<file path="src/logic/trpi_cfg.svh">
`ifndef TRPI_CFG_SVH
`define TRPI_CFG_SVH
// Register offsets
`define TRPI_CLK_CTRL_OFS    8'h8E
`define TRPI_WDOG_CTRL_OFS   8'hD8
`define TRPI_IRQ_EN_OFS      8'hA0
`define TRPI_IRQ_PRI_OFS     8'hA2
`define TRPI_IRQ_STAT_OFS    8'hA4
`define TRPI_IRQ_MASK_OFS    8'hA6
`define TRPI_ISR_CTRL_OFS    8'hA8
`define TRPI_VEC_OFS         8'hAA
// Field positions
`define TRPI_T0_RATE_BIT     3
`define TRPI_T1_RATE_BIT     4
`define TRPI_T2_RATE_BIT     5
`define TRPI_POR_FLAG_BIT    6
`define TRPI_ISR_RETI_BIT    0
`define TRPI_ISR_ACK_BIT     1
// Reset values
`define TRPI_CLK_CTRL_RST    8'h00
// Timing counts
`define TRPI_FAST_DIV        4
`define TRPI_SLOW_DIV        12
`define TRPI_POR_CYCLES      65536
// Interrupt sources
`define TRPI_NUM_SRC         10
`endif

</file>
<file path="src/logic/trpi_pkg.sv">
package trpi_pkg;
	// Register bus request
	typedef struct packed {
		logic [7:0] addr;
		logic [7:0] wdata;
		logic       wr;
		logic       rd;
	} trpi_bus_s;
	// Interrupt vector and level answer
	typedef struct packed {
		logic       valid;
		logic       high;
		logic [7:0] vector;
	} trpi_vec_s;
	typedef enum logic [1:0] {
		TRPI_POR_HOLD,
		TRPI_RUN
	} trpi_por_e;
endpackage

</file>
<file path="src/logic/trpi_core.sv">
// Strobed register access was left to the implementer.
`timescale 1ns/1ns
`include "trpi_cfg.svh"
// What this block does
// - After reset the timer and serial time bases tick once per twelve clocks.
// - A timer whose rate bit is one ticks once every four clocks.
// - A timer whose rate bit is zero ticks once every twelve clocks.
// - All rate bits clear to zero on reset.
// - Clock control bits 5, 4 and 3 select timers 2, 1 and 0.
// - Each rate bit steers only its own timer, and bit 4 also paces the serial time base.
// - After power up the block holds reset for 65536 clocks.
// - Power-on reset sets the flag at bit 6 of watchdog control.
// - Ten interrupt sources are arbitrated at two priority levels.
// - Each source has its own software priority bit.
// - The four added external sources rank below the six classic ones.
// - Serial transmit or receive done raise one shared request at 23h, rank 5.
// - External inputs two to five are edge triggered and may wake from stop.
module trpi_core #(
	parameter int POR_CYCLES = `TRPI_POR_CYCLES
) (
	// Clock and reset
	input  wire logic             i_core_clk,
	input  wire logic             i_sys_rst,
	// Register port
	input  wire trpi_pkg::trpi_bus_s i_bus,
	output logic [7:0]            o_rdata,
	// Interrupt sources
	input  wire logic             i_ext_irq_zero,
	input  wire logic             i_ext_irq_one,
	input  wire logic             i_ext_irq_two,
	input  wire logic             i_ext_irq_three,
	input  wire logic             i_ext_irq_four,
	input  wire logic             i_ext_irq_five,
	input  wire logic             i_timer_zero_overflow,
	input  wire logic             i_timer_one_overflow,
	input  wire logic             i_timer_two_overflow,
	input  wire logic             i_serial_tx_done,
	input  wire logic             i_serial_rx_done,
	// Outputs
	output logic [2:0]            o_timer_tick,
	output logic                  o_serial_tick,
	output logic                  o_por_hold,
	output logic                  o_wake,
	output trpi_pkg::trpi_vec_s   o_vec,
	output logic                  o_irq
);
	localparam int NS = `TRPI_NUM_SRC;

	// Natural-rank vector table, index 0 is rank 1
	function automatic logic [7:0] vec_of(input logic [3:0] idx);
		case (idx)
			4'h0: vec_of = 8'h03;
			4'h1: vec_of = 8'h0B;
			4'h2: vec_of = 8'h13;
			4'h3: vec_of = 8'h1B;
			4'h4: vec_of = 8'h23;
			4'h5: vec_of = 8'h2B;
			4'h6: vec_of = 8'h43;
			4'h7: vec_of = 8'h4B;
			4'h8: vec_of = 8'h53;
			4'h9: vec_of = 8'h5B;
			default: vec_of = 8'h00;
		endcase
	endfunction

	// Lowest-index set bit wins
	function automatic logic [4:0] pick(input logic [NS-1:0] req);
		pick = 5'h1F;
		for (int k = NS - 1; k >= 0; k--) begin
			if (req[k]) begin
				pick = 5'(k);
			end
		end
	endfunction

	logic [16:0]  por_cnt_reg;
	trpi_pkg::trpi_por_e por_st_reg;
	logic         por_flag_reg;
	logic         rst_int;
	logic [7:0]   clk_ctrl_reg;
	logic [3:0]   div_cnt_reg [3];
	logic [NS-1:0] en_reg, pri_reg, pend_reg, mask_reg, stat_reg;
	logic [3:0]   ext_prev_reg;
	logic         in_hi_reg, in_lo_reg;
	logic [NS-1:0] raw;
	logic [3:0]   ext_now;
	logic [NS-1:0] req_hi, req_lo;
	logic [4:0]   w_hi, w_lo;
	logic         take_hi, take_lo;
	logic [3:0]   win;

	// Power-on hold; internal reset stands until the count ends
	always_ff @(posedge i_core_clk or posedge i_sys_rst) begin
		if (i_sys_rst) begin
			por_cnt_reg <= 17'h00000;
			por_st_reg  <= trpi_pkg::TRPI_POR_HOLD;
		end else if (por_st_reg == trpi_pkg::TRPI_POR_HOLD) begin
			por_cnt_reg <= por_cnt_reg + 17'h00001;
			if (por_cnt_reg == 17'(POR_CYCLES - 1)) begin
				por_st_reg <= trpi_pkg::TRPI_RUN;
			end
		end
	end
	assign rst_int = (por_st_reg == trpi_pkg::TRPI_POR_HOLD);

	always_ff @(posedge i_core_clk or posedge i_sys_rst) begin
		if (i_sys_rst) begin
			o_por_hold <= 1'b1;
		end else begin
			o_por_hold <= rst_int;
		end
	end

	// Power-on flag set by reset, cleared by software write of zero
	always_ff @(posedge i_core_clk or posedge i_sys_rst) begin
		if (i_sys_rst) begin
			por_flag_reg <= 1'b1;
		end else if (i_bus.wr && i_bus.addr == `TRPI_WDOG_CTRL_OFS) begin
			por_flag_reg <= i_bus.wdata[`TRPI_POR_FLAG_BIT];
		end
	end

	// Clock control register; rate bits clear under either reset
	always_ff @(posedge i_core_clk or posedge i_sys_rst) begin
		if (i_sys_rst) begin
			clk_ctrl_reg <= `TRPI_CLK_CTRL_RST;
		end else if (rst_int) begin
			clk_ctrl_reg <= `TRPI_CLK_CTRL_RST;
		end else if (i_bus.wr && i_bus.addr == `TRPI_CLK_CTRL_OFS) begin
			clk_ctrl_reg <= i_bus.wdata;
		end
	end

	// Per-timer prescalers, each looks only at its own bit
	for (genvar t = 0; t < 3; t++) begin : g_div
		logic fast;
		assign fast = clk_ctrl_reg[`TRPI_T0_RATE_BIT + t];
		always_ff @(posedge i_core_clk or posedge i_sys_rst) begin
			if (i_sys_rst) begin
				div_cnt_reg[t]  <= 4'h0;
				o_timer_tick[t] <= 1'b0;
			end else if (rst_int) begin
				div_cnt_reg[t]  <= 4'h0;
				o_timer_tick[t] <= 1'b0;
			end else begin
				// Wrap at 4 or 12; a shrink below the count restarts cleanly
				if ((fast && div_cnt_reg[t] >= 4'(`TRPI_FAST_DIV - 1)) ||
					div_cnt_reg[t] >= 4'(`TRPI_SLOW_DIV - 1)) begin
					div_cnt_reg[t]  <= 4'h0;
					o_timer_tick[t] <= 1'b1;
				end else begin
					div_cnt_reg[t]  <= div_cnt_reg[t] + 4'h1;
					o_timer_tick[t] <= 1'b0;
				end
			end
		end
	end

	// Serial time base rides timer 1 rate, slow after reset
	always_ff @(posedge i_core_clk or posedge i_sys_rst) begin
		if (i_sys_rst) begin
			o_serial_tick <= 1'b0;
		end else begin
			o_serial_tick <= o_timer_tick[1];
		end
	end

	// Raw requests in natural rank order
	assign ext_now = {i_ext_irq_five, i_ext_irq_four, i_ext_irq_three, i_ext_irq_two};
	assign raw = {ext_now & ~ext_prev_reg,
		i_timer_two_overflow,
		i_serial_tx_done | i_serial_rx_done,
		i_timer_one_overflow, i_ext_irq_one, i_timer_zero_overflow, i_ext_irq_zero};

	always_ff @(posedge i_core_clk or posedge i_sys_rst) begin
		if (i_sys_rst) begin
			ext_prev_reg <= 4'hF;
		end else begin
			ext_prev_reg <= ext_now;
		end
	end

	// Stop wake on any added external edge, no enable needed
	always_ff @(posedge i_core_clk or posedge i_sys_rst) begin
		if (i_sys_rst) begin
			o_wake <= 1'b0;
		end else begin
			o_wake <= |(ext_now & ~ext_prev_reg);
		end
	end

	// Enable and priority registers
	always_ff @(posedge i_core_clk or posedge i_sys_rst) begin
		if (i_sys_rst) begin
			en_reg   <= '0;
			pri_reg  <= '0;
			mask_reg <= '0;
		end else begin
			if (i_bus.wr && i_bus.addr == `TRPI_IRQ_EN_OFS) begin
				en_reg[7:0] <= i_bus.wdata;
			end
			if (i_bus.wr && i_bus.addr == `TRPI_IRQ_EN_OFS + 8'h01) begin
				en_reg[9:8] <= i_bus.wdata[1:0];
			end
			if (i_bus.wr && i_bus.addr == `TRPI_IRQ_PRI_OFS) begin
				pri_reg[7:0] <= i_bus.wdata;
			end
			if (i_bus.wr && i_bus.addr == `TRPI_IRQ_PRI_OFS + 8'h01) begin
				pri_reg[9:8] <= i_bus.wdata[1:0];
				en_reg[9:8]  <= i_bus.wdata[5:4];
			end
			if (i_bus.wr && i_bus.addr == `TRPI_IRQ_MASK_OFS) begin
				mask_reg[7:0] <= i_bus.wdata;
			end
			if (i_bus.wr && i_bus.addr == `TRPI_IRQ_MASK_OFS + 8'h01) begin
				mask_reg[9:8] <= i_bus.wdata[1:0];
			end
		end
	end

	// Arbitration: level first, then natural rank
	assign req_hi  = pend_reg & en_reg & pri_reg;
	assign req_lo  = pend_reg & en_reg & ~pri_reg;
	assign w_hi    = pick(req_hi);
	assign w_lo    = pick(req_lo);
	assign take_hi = (|req_hi) && !in_hi_reg;
	assign take_lo = (|req_lo) && !in_hi_reg && !in_lo_reg;
	assign win     = take_hi ? w_hi[3:0] : w_lo[3:0];

	// Pending latches; a new event beats the acknowledge clear
	always_ff @(posedge i_core_clk or posedge i_sys_rst) begin
		if (i_sys_rst) begin
			pend_reg <= '0;
		end else begin
			for (int k = 0; k < NS; k++) begin
				if (raw[k]) begin
					pend_reg[k] <= 1'b1;
				end else if (i_bus.wr && i_bus.addr == `TRPI_ISR_CTRL_OFS &&
					i_bus.wdata[`TRPI_ISR_ACK_BIT] && (take_hi || take_lo) &&
					win == 4'(k)) begin
					pend_reg[k] <= 1'b0;
				end
			end
		end
	end

	// In-service levels; acknowledge enters, return leaves highest
	always_ff @(posedge i_core_clk or posedge i_sys_rst) begin
		if (i_sys_rst) begin
			in_hi_reg <= 1'b0;
			in_lo_reg <= 1'b0;
		end else if (i_bus.wr && i_bus.addr == `TRPI_ISR_CTRL_OFS) begin
			if (i_bus.wdata[`TRPI_ISR_ACK_BIT] && take_hi) begin
				in_hi_reg <= 1'b1;
			end else if (i_bus.wdata[`TRPI_ISR_ACK_BIT] && take_lo) begin
				in_lo_reg <= 1'b1;
			end else if (i_bus.wdata[`TRPI_ISR_RETI_BIT]) begin
				if (in_hi_reg) begin
					in_hi_reg <= 1'b0;
				end else begin
					in_lo_reg <= 1'b0;
				end
			end
		end
	end

	// Vector output for the core
	always_ff @(posedge i_core_clk or posedge i_sys_rst) begin
		if (i_sys_rst) begin
			o_vec <= '0;
		end else begin
			o_vec.valid  <= take_hi || take_lo;
			o_vec.high   <= take_hi;
			o_vec.vector <= (take_hi || take_lo) ? vec_of(win) : 8'h00;
		end
	end

	// Sticky event status; read clears, a same-cycle event survives
	always_ff @(posedge i_core_clk or posedge i_sys_rst) begin
		if (i_sys_rst) begin
			stat_reg <= '0;
		end else begin
			for (int k = 0; k < NS; k++) begin
				if (raw[k]) begin
					stat_reg[k] <= 1'b1;
				end else if (i_bus.rd && ((k <= 7 && i_bus.addr == `TRPI_IRQ_STAT_OFS) ||
					(k > 7 && i_bus.addr == `TRPI_IRQ_STAT_OFS + 8'h01))) begin
					stat_reg[k] <= 1'b0;
				end
			end
		end
	end

	always_ff @(posedge i_core_clk or posedge i_sys_rst) begin
		if (i_sys_rst) begin
			o_irq <= 1'b0;
		end else begin
			o_irq <= |(stat_reg & mask_reg);
		end
	end

	// Read data, one cycle after the strobe; unmapped reads zero
	always_ff @(posedge i_core_clk or posedge i_sys_rst) begin
		if (i_sys_rst) begin
			o_rdata <= 8'h00;
		end else if (i_bus.rd) begin
			case (i_bus.addr)
				`TRPI_CLK_CTRL_OFS:          o_rdata <= clk_ctrl_reg;
				`TRPI_WDOG_CTRL_OFS:         o_rdata <= {1'b0, por_flag_reg, 6'h00};
				`TRPI_IRQ_EN_OFS:            o_rdata <= en_reg[7:0];
				`TRPI_IRQ_PRI_OFS:           o_rdata <= pri_reg[7:0];
				`TRPI_IRQ_PRI_OFS + 8'h01:   o_rdata <= {2'h0, en_reg[9:8], 2'h0, pri_reg[9:8]};
				`TRPI_IRQ_STAT_OFS:          o_rdata <= stat_reg[7:0];
				`TRPI_IRQ_STAT_OFS + 8'h01:  o_rdata <= {6'h00, stat_reg[9:8]};
				`TRPI_IRQ_MASK_OFS:          o_rdata <= mask_reg[7:0];
				`TRPI_IRQ_MASK_OFS + 8'h01:  o_rdata <= {6'h00, mask_reg[9:8]};
				`TRPI_ISR_CTRL_OFS:          o_rdata <= {6'h00, in_hi_reg, in_lo_reg};
				`TRPI_VEC_OFS:               o_rdata <= o_vec.vector;
				default:                     o_rdata <= 8'h00;
			endcase
		end else begin
			o_rdata <= 8'h00;
		end
	end

	// Gap counters for the rate checks; a clock control write voids the next measure
	logic [4:0]   gap_reg [3];
	logic [2:0]   steady_reg;
	always_ff @(posedge i_core_clk or posedge i_sys_rst) begin
		if (i_sys_rst) begin
			gap_reg    <= '{default: 5'h00};
			steady_reg <= 3'h0;
		end else begin
			for (int k = 0; k < 3; k++) begin
				gap_reg[k] <= o_timer_tick[k] ? 5'h01 :
					gap_reg[k] + {4'h0, gap_reg[k] != 5'h1F};
				steady_reg[k] <= !(i_bus.wr && i_bus.addr == `TRPI_CLK_CTRL_OFS) &&
					(o_timer_tick[k] || steady_reg[k]) && !rst_int;
			end
		end
	end

	a_slow_rate_t0: assert property (@(posedge i_core_clk) disable iff (i_sys_rst || rst_int)
		o_timer_tick[0] && steady_reg[0] && !clk_ctrl_reg[3] |-> gap_reg[0] == 5'h0C)
		else $error("timer 0 slow period wrong");
	a_fast_rate_t2: assert property (@(posedge i_core_clk) disable iff (i_sys_rst || rst_int)
		o_timer_tick[2] && steady_reg[2] && clk_ctrl_reg[5] |-> gap_reg[2] == 5'h04)
		else $error("timer 2 fast period wrong");
	a_rate_reset_zero: assert property (@(posedge i_core_clk) disable iff (i_sys_rst)
		rst_int |=> clk_ctrl_reg == 8'h00)
		else $error("rate bits not cleared");
	a_por_hold_len: assert property (@(posedge i_core_clk) disable iff (i_sys_rst)
		rst_int |-> por_cnt_reg < 17'(POR_CYCLES))
		else $error("power-on hold overran");
	a_por_flag_set: assert property (@(posedge i_core_clk) disable iff (i_sys_rst)
		rst_int && !(i_bus.wr && i_bus.addr == `TRPI_WDOG_CTRL_OFS) |=> por_flag_reg)
		else $error("power-on flag not set");
	a_serial_vec: assert property (@(posedge i_core_clk) disable iff (i_sys_rst)
		(take_hi || take_lo) && win == 4'h4 |=> o_vec.vector == 8'h23)
		else $error("serial vector wrong");
	a_rank_order: assert property (@(posedge i_core_clk) disable iff (i_sys_rst)
		take_lo && !take_hi && req_lo[0] |=> o_vec.vector == 8'h03)
		else $error("rank order broken");
	a_no_preempt: assert property (@(posedge i_core_clk) disable iff (i_sys_rst)
		in_hi_reg |-> !take_hi && !take_lo)
		else $error("same level preempted");
	a_edge_only: assert property (@(posedge i_core_clk) disable iff (i_sys_rst)
		raw[6] |-> i_ext_irq_two && !ext_prev_reg[0])
		else $error("ext two not edge");
endmodule

</file>
<file path="config.mk">
export PLATFORM = sky130hd
export DESIGN_NAME = trpi_core
export DESIGN_NICKNAME = d
export VERILOG_FILES = /design/src/logic/trpi_pkg.sv /design/src/logic/trpi_core.sv
export VERILOG_INCLUDE_DIRS = /design/src /design/src/logic
export SDC_FILE = /design/constraint.sdc
export NUM_CORES = 1
export LEC_CHECK = 0
export BUFFER_PORTS_ARGS = -buffer_cell sky130_fd_sc_hd__buf_2
export CAP_MARGIN = 20
export CORE_UTILIZATION = 50
export DETAILED_ROUTE_END_ITERATION = 12
export PLACE_DENSITY = 0.69
export REMOVE_ABC_BUFFERS = 1
export SYNTH_ARGS = -nofsm -noshare
export SYNTH_HDL_FRONTEND = slang
export SYNTH_SLANG_ARGS = --single-unit
</file>
<file path="constraint.sdc">
create_clock -name i_core_clk -period 4.7 [get_ports i_core_clk]
set_clock_uncertainty 0.1 [all_clocks]
set_input_delay 0.705 -clock i_core_clk [delete_from_list [all_inputs] [get_ports i_core_clk]]
set_output_delay 0.705 -clock i_core_clk [all_outputs]
set_load 0.05 [all_outputs]
</file>
==> impl_metrics.ini <==
[routing]
post_drt_wl_per_cell_um = 20.56
via_per_inst = 6.254
dr.pass1.iters = 7
postRouteWirelength_um = 14800
ant_nets = 0
drc = 0
vias = 4503
dr.first_iter.drc_count = 479

[synth]
syn_area_um2 = 5637
synth.area.top_cells = dfrtp_1, mux2_2, dfstp_2
syn_area_per_cell_um2 = 11.21
async_flop_share_pct = 100.0
yosysTopAreaCell = dfrtp_1
synth_ff_type = dfrtp_1
ys_warn_count = 0
synth-seq-area-share_pct = 52.08
synth_top_area_share_pct = 49.28
syn_inst = 503
ys_ff_latch = 117
synth_edf_count = 0
ys_types = 78

[job]
drv_cap = 0

[setup_path]
cp-start-kind = flop
crit_slowest_cell = a2111oi_4
endpoint_kind = flop
critPathMaxFanout = 9
critPathKind = reg2reg
crit_path_max_incr_delay_ns = 0.53
cp_cell_sequence = and3_4 > and4b_4 > a31oi_4 > a2111oi_4 > or2_4 > a41oi_1
worstPathArrival_ns = 2.67
required_ns = 4.98

[timing]
min_period_ns = 2.388
rsz0062_at_grt = false
post-route-period-util_pct = 50.81
max-slew-margin-rel_pct = 43.53
setup-tns-final_ns = 0
maxSlewViolCount = 0
max_freq_ghz = 0.4188
hold_viol = 0
setup_viol = 0
worst_pin_slew_ns = 0.8379

[power]
ir_drop_mv = 0.2592
power.leakage_nw = 2.984
p_per_area_nw_per_um2 = 414.7

[die]
die_h_um = 108.2
initial_core_util_pct = 51.77
core-area_um2 = 10890
rows = 38
ioPinCount = 56
die_area_um2 = 11700
fp.dieW_um = 108.2

[layout]
fill_cells = 896
syn_to_final_growth_pct = 18.07
final_nets = 603
layout-drive-gt1-share_pct = 25.69
final_cell_area_um2 = 6655
largest_register_ffs = 17
insertedDiodeCount = 0

[global_routing]
grt-ovfl-total = 0
antenna_found_initial = 0
grt_pass1_wl_um = 23750
grt_pass1_vias = 4343
grt.total_usage_pct = 27.86
grt_max_degree = 46

[clock_network]
numCtsBuffers = 17
cts_setup_buffers = 0
postCtsResizedCells = 0
cts_buffer_depth = 2
cts_root_buffer = clkbuf_8
cts.sinks = 117
clk_pin_slew_ns = 0.06
cts_hold_buf = 0
htree_levels = 4
cts_tree = yes
clk_latency_ns = 0.53

[hold_path]
hold_class = in2async

[place]
placed_cell_area_um2 = 6042
gp_congestion = 0.9624
place_hpwl_um = 10720
portBuffers = 53

[status]
status = finished, final reports clean
## cell type report
class / instances / area [µm²] / share of cell area (%)
clock buffer: 20 / 435.4 / 6.543
sequential: 117 / 2935 / 44.11
tap: 140 / 175.2 / 2.632
inverter: 17 / 66.31 / 0.9964
multi-input combinational: 359 / 2585 / 38.84
clock inverter: 12 / 177.7 / 2.670
timing repair buffer: 55 / 280.3 / 4.211
## worst max-delay path: cells and delay by family, from the launching register on
| kind | cells | cell delay, ns |
|---|---|---|
| AO/OA/AOI/OAI | 3 | 0.84 |
| AND/OR/NAND/NOR | 3 | 0.82 |
| flip-flops | 1 | 0.48 |
## kinds of logic (layout without fill, tap and decap cells)
| logic type | count (synthesis) | after routing | share of synthesized area, % |
|---|---|---|---|
| XOR/XNOR | 21 | 21 | 3.263 |
| AO/OA/AOI/OAI | 108 | 108 | 14.87 |
| multiplexers | 39 | 39 | 7.525 |
| buffers and inverters | 28 | 104 | 2.131 |
| adder cells (fa/ha/maj) | 5 | 5 | 1.110 |
| other | 1 | 2 | 0.06653 |
| flip-flops | 117 | 117 | 52.08 |
| AND/OR/NAND/NOR | 184 | 184 | 18.96 |
## power breakdown
part	leakage [nW]	switching, mW	internal (mW)	total [mW]
Combinational	1.22	0.238	0.0964	0.334
Clock	0.288	0.466	0.875	1.34
Sequential	1.48	0.0378	1.05	1.08
## layout by cell type (no fill, tap or decap), types with 6 or more instances in the layout
master,count
and3_1,6
nor2b_1,7
mux2i_1,12
xnor2_1,11
a31oi_1,9
a222oi_1,8
dfstp_2,6
a41oi_1,9
nor4_1,8
dfrtp_1,111
nor3_1,8
nand2_1,38
inv_1,15
nand4_1,7
mux2_2,27
a22oi_1,13
a21oi_1,16
o21ai_0,13
clkbuf_16,16
buf_2,53
xor2_1,10
nor2_1,39
a21o_1,10
nand3_1,22
and3b_1,7
## through the flow
| step | hold slack (ns) | worst slack, ns | cells | total power, mW | utilization (%) |
|---|---|---|---|---|---|
| 3_5_place_dp | 0.2538 | 1.855 | 688 | 1.435 | 55.49 |
| 3_3_place_gp | 0.2581 | 1.889 | 688 | 1.429 | 55.49 |
| 2_1_floorplan | 0.3325 | 0.8042 | 493 | 1.318 | - |
| 5_1_grt | 0.1631 | 2.144 | 720 | 2.848 | 61.12 |
| 6_report | 0.1360 | 2.312 | 720 | 2.760 | 61.12 |
| 4_1_cts | 0.1509 | 2.343 | 720 | 2.771 | 61.12 |
## cell usage after synthesis, types with 5 or more instances
cell type	count
dfstp_2	6
xnor2_1	11
a22oi_1	13
nand2b_1	5
mux2_2	27
and3_1	6
a31oi_1	9
a41oi_1	9
a21o_1	10
nand4_1	7
o21ai_0	13
nor2b_1	7
inv_1	16
mux2i_1	12
nor2_1	39
a21oi_1	16
ha_1	5
nor4_1	8
dfrtp_1	111
nor3_1	8
a222oi_1	8
and3b_1	7
nand3_1	22
nand2_1	38
xor2_1	10
## worst paths after layout
kind | startpoint | slack [ns] | depth (start not counted) | to
hold reg to reg | o_timer_tick[1] | 0.27 | 0 | o_serial_tick
setup reg to reg | en_reg[1] | 2.31 | 6 | pend_reg[3]
min in group i_core_clk | i_ext_irq_five | 0.19 | 1 | ext_prev_reg[3]
max in group asynchronous | i_sys_rst | 3.35 | 3 | pend_reg[3]
setup / recovery | en_reg[1] | 2.31 | 6 | pend_reg[3]
hold / removal | i_sys_rst | 0.14 | 2 | pend_reg[0]
## per-layer routing
metal,wire (µm),part of all wire [%],track usage [%]
met4,284,1.9,9.393
met1,6576,44,38.96
met2,6846,46,41.95
met5,0,0,0
met3,1097,7.4,7.414
No activity file was read; power rests on OpenSTA's default activity.
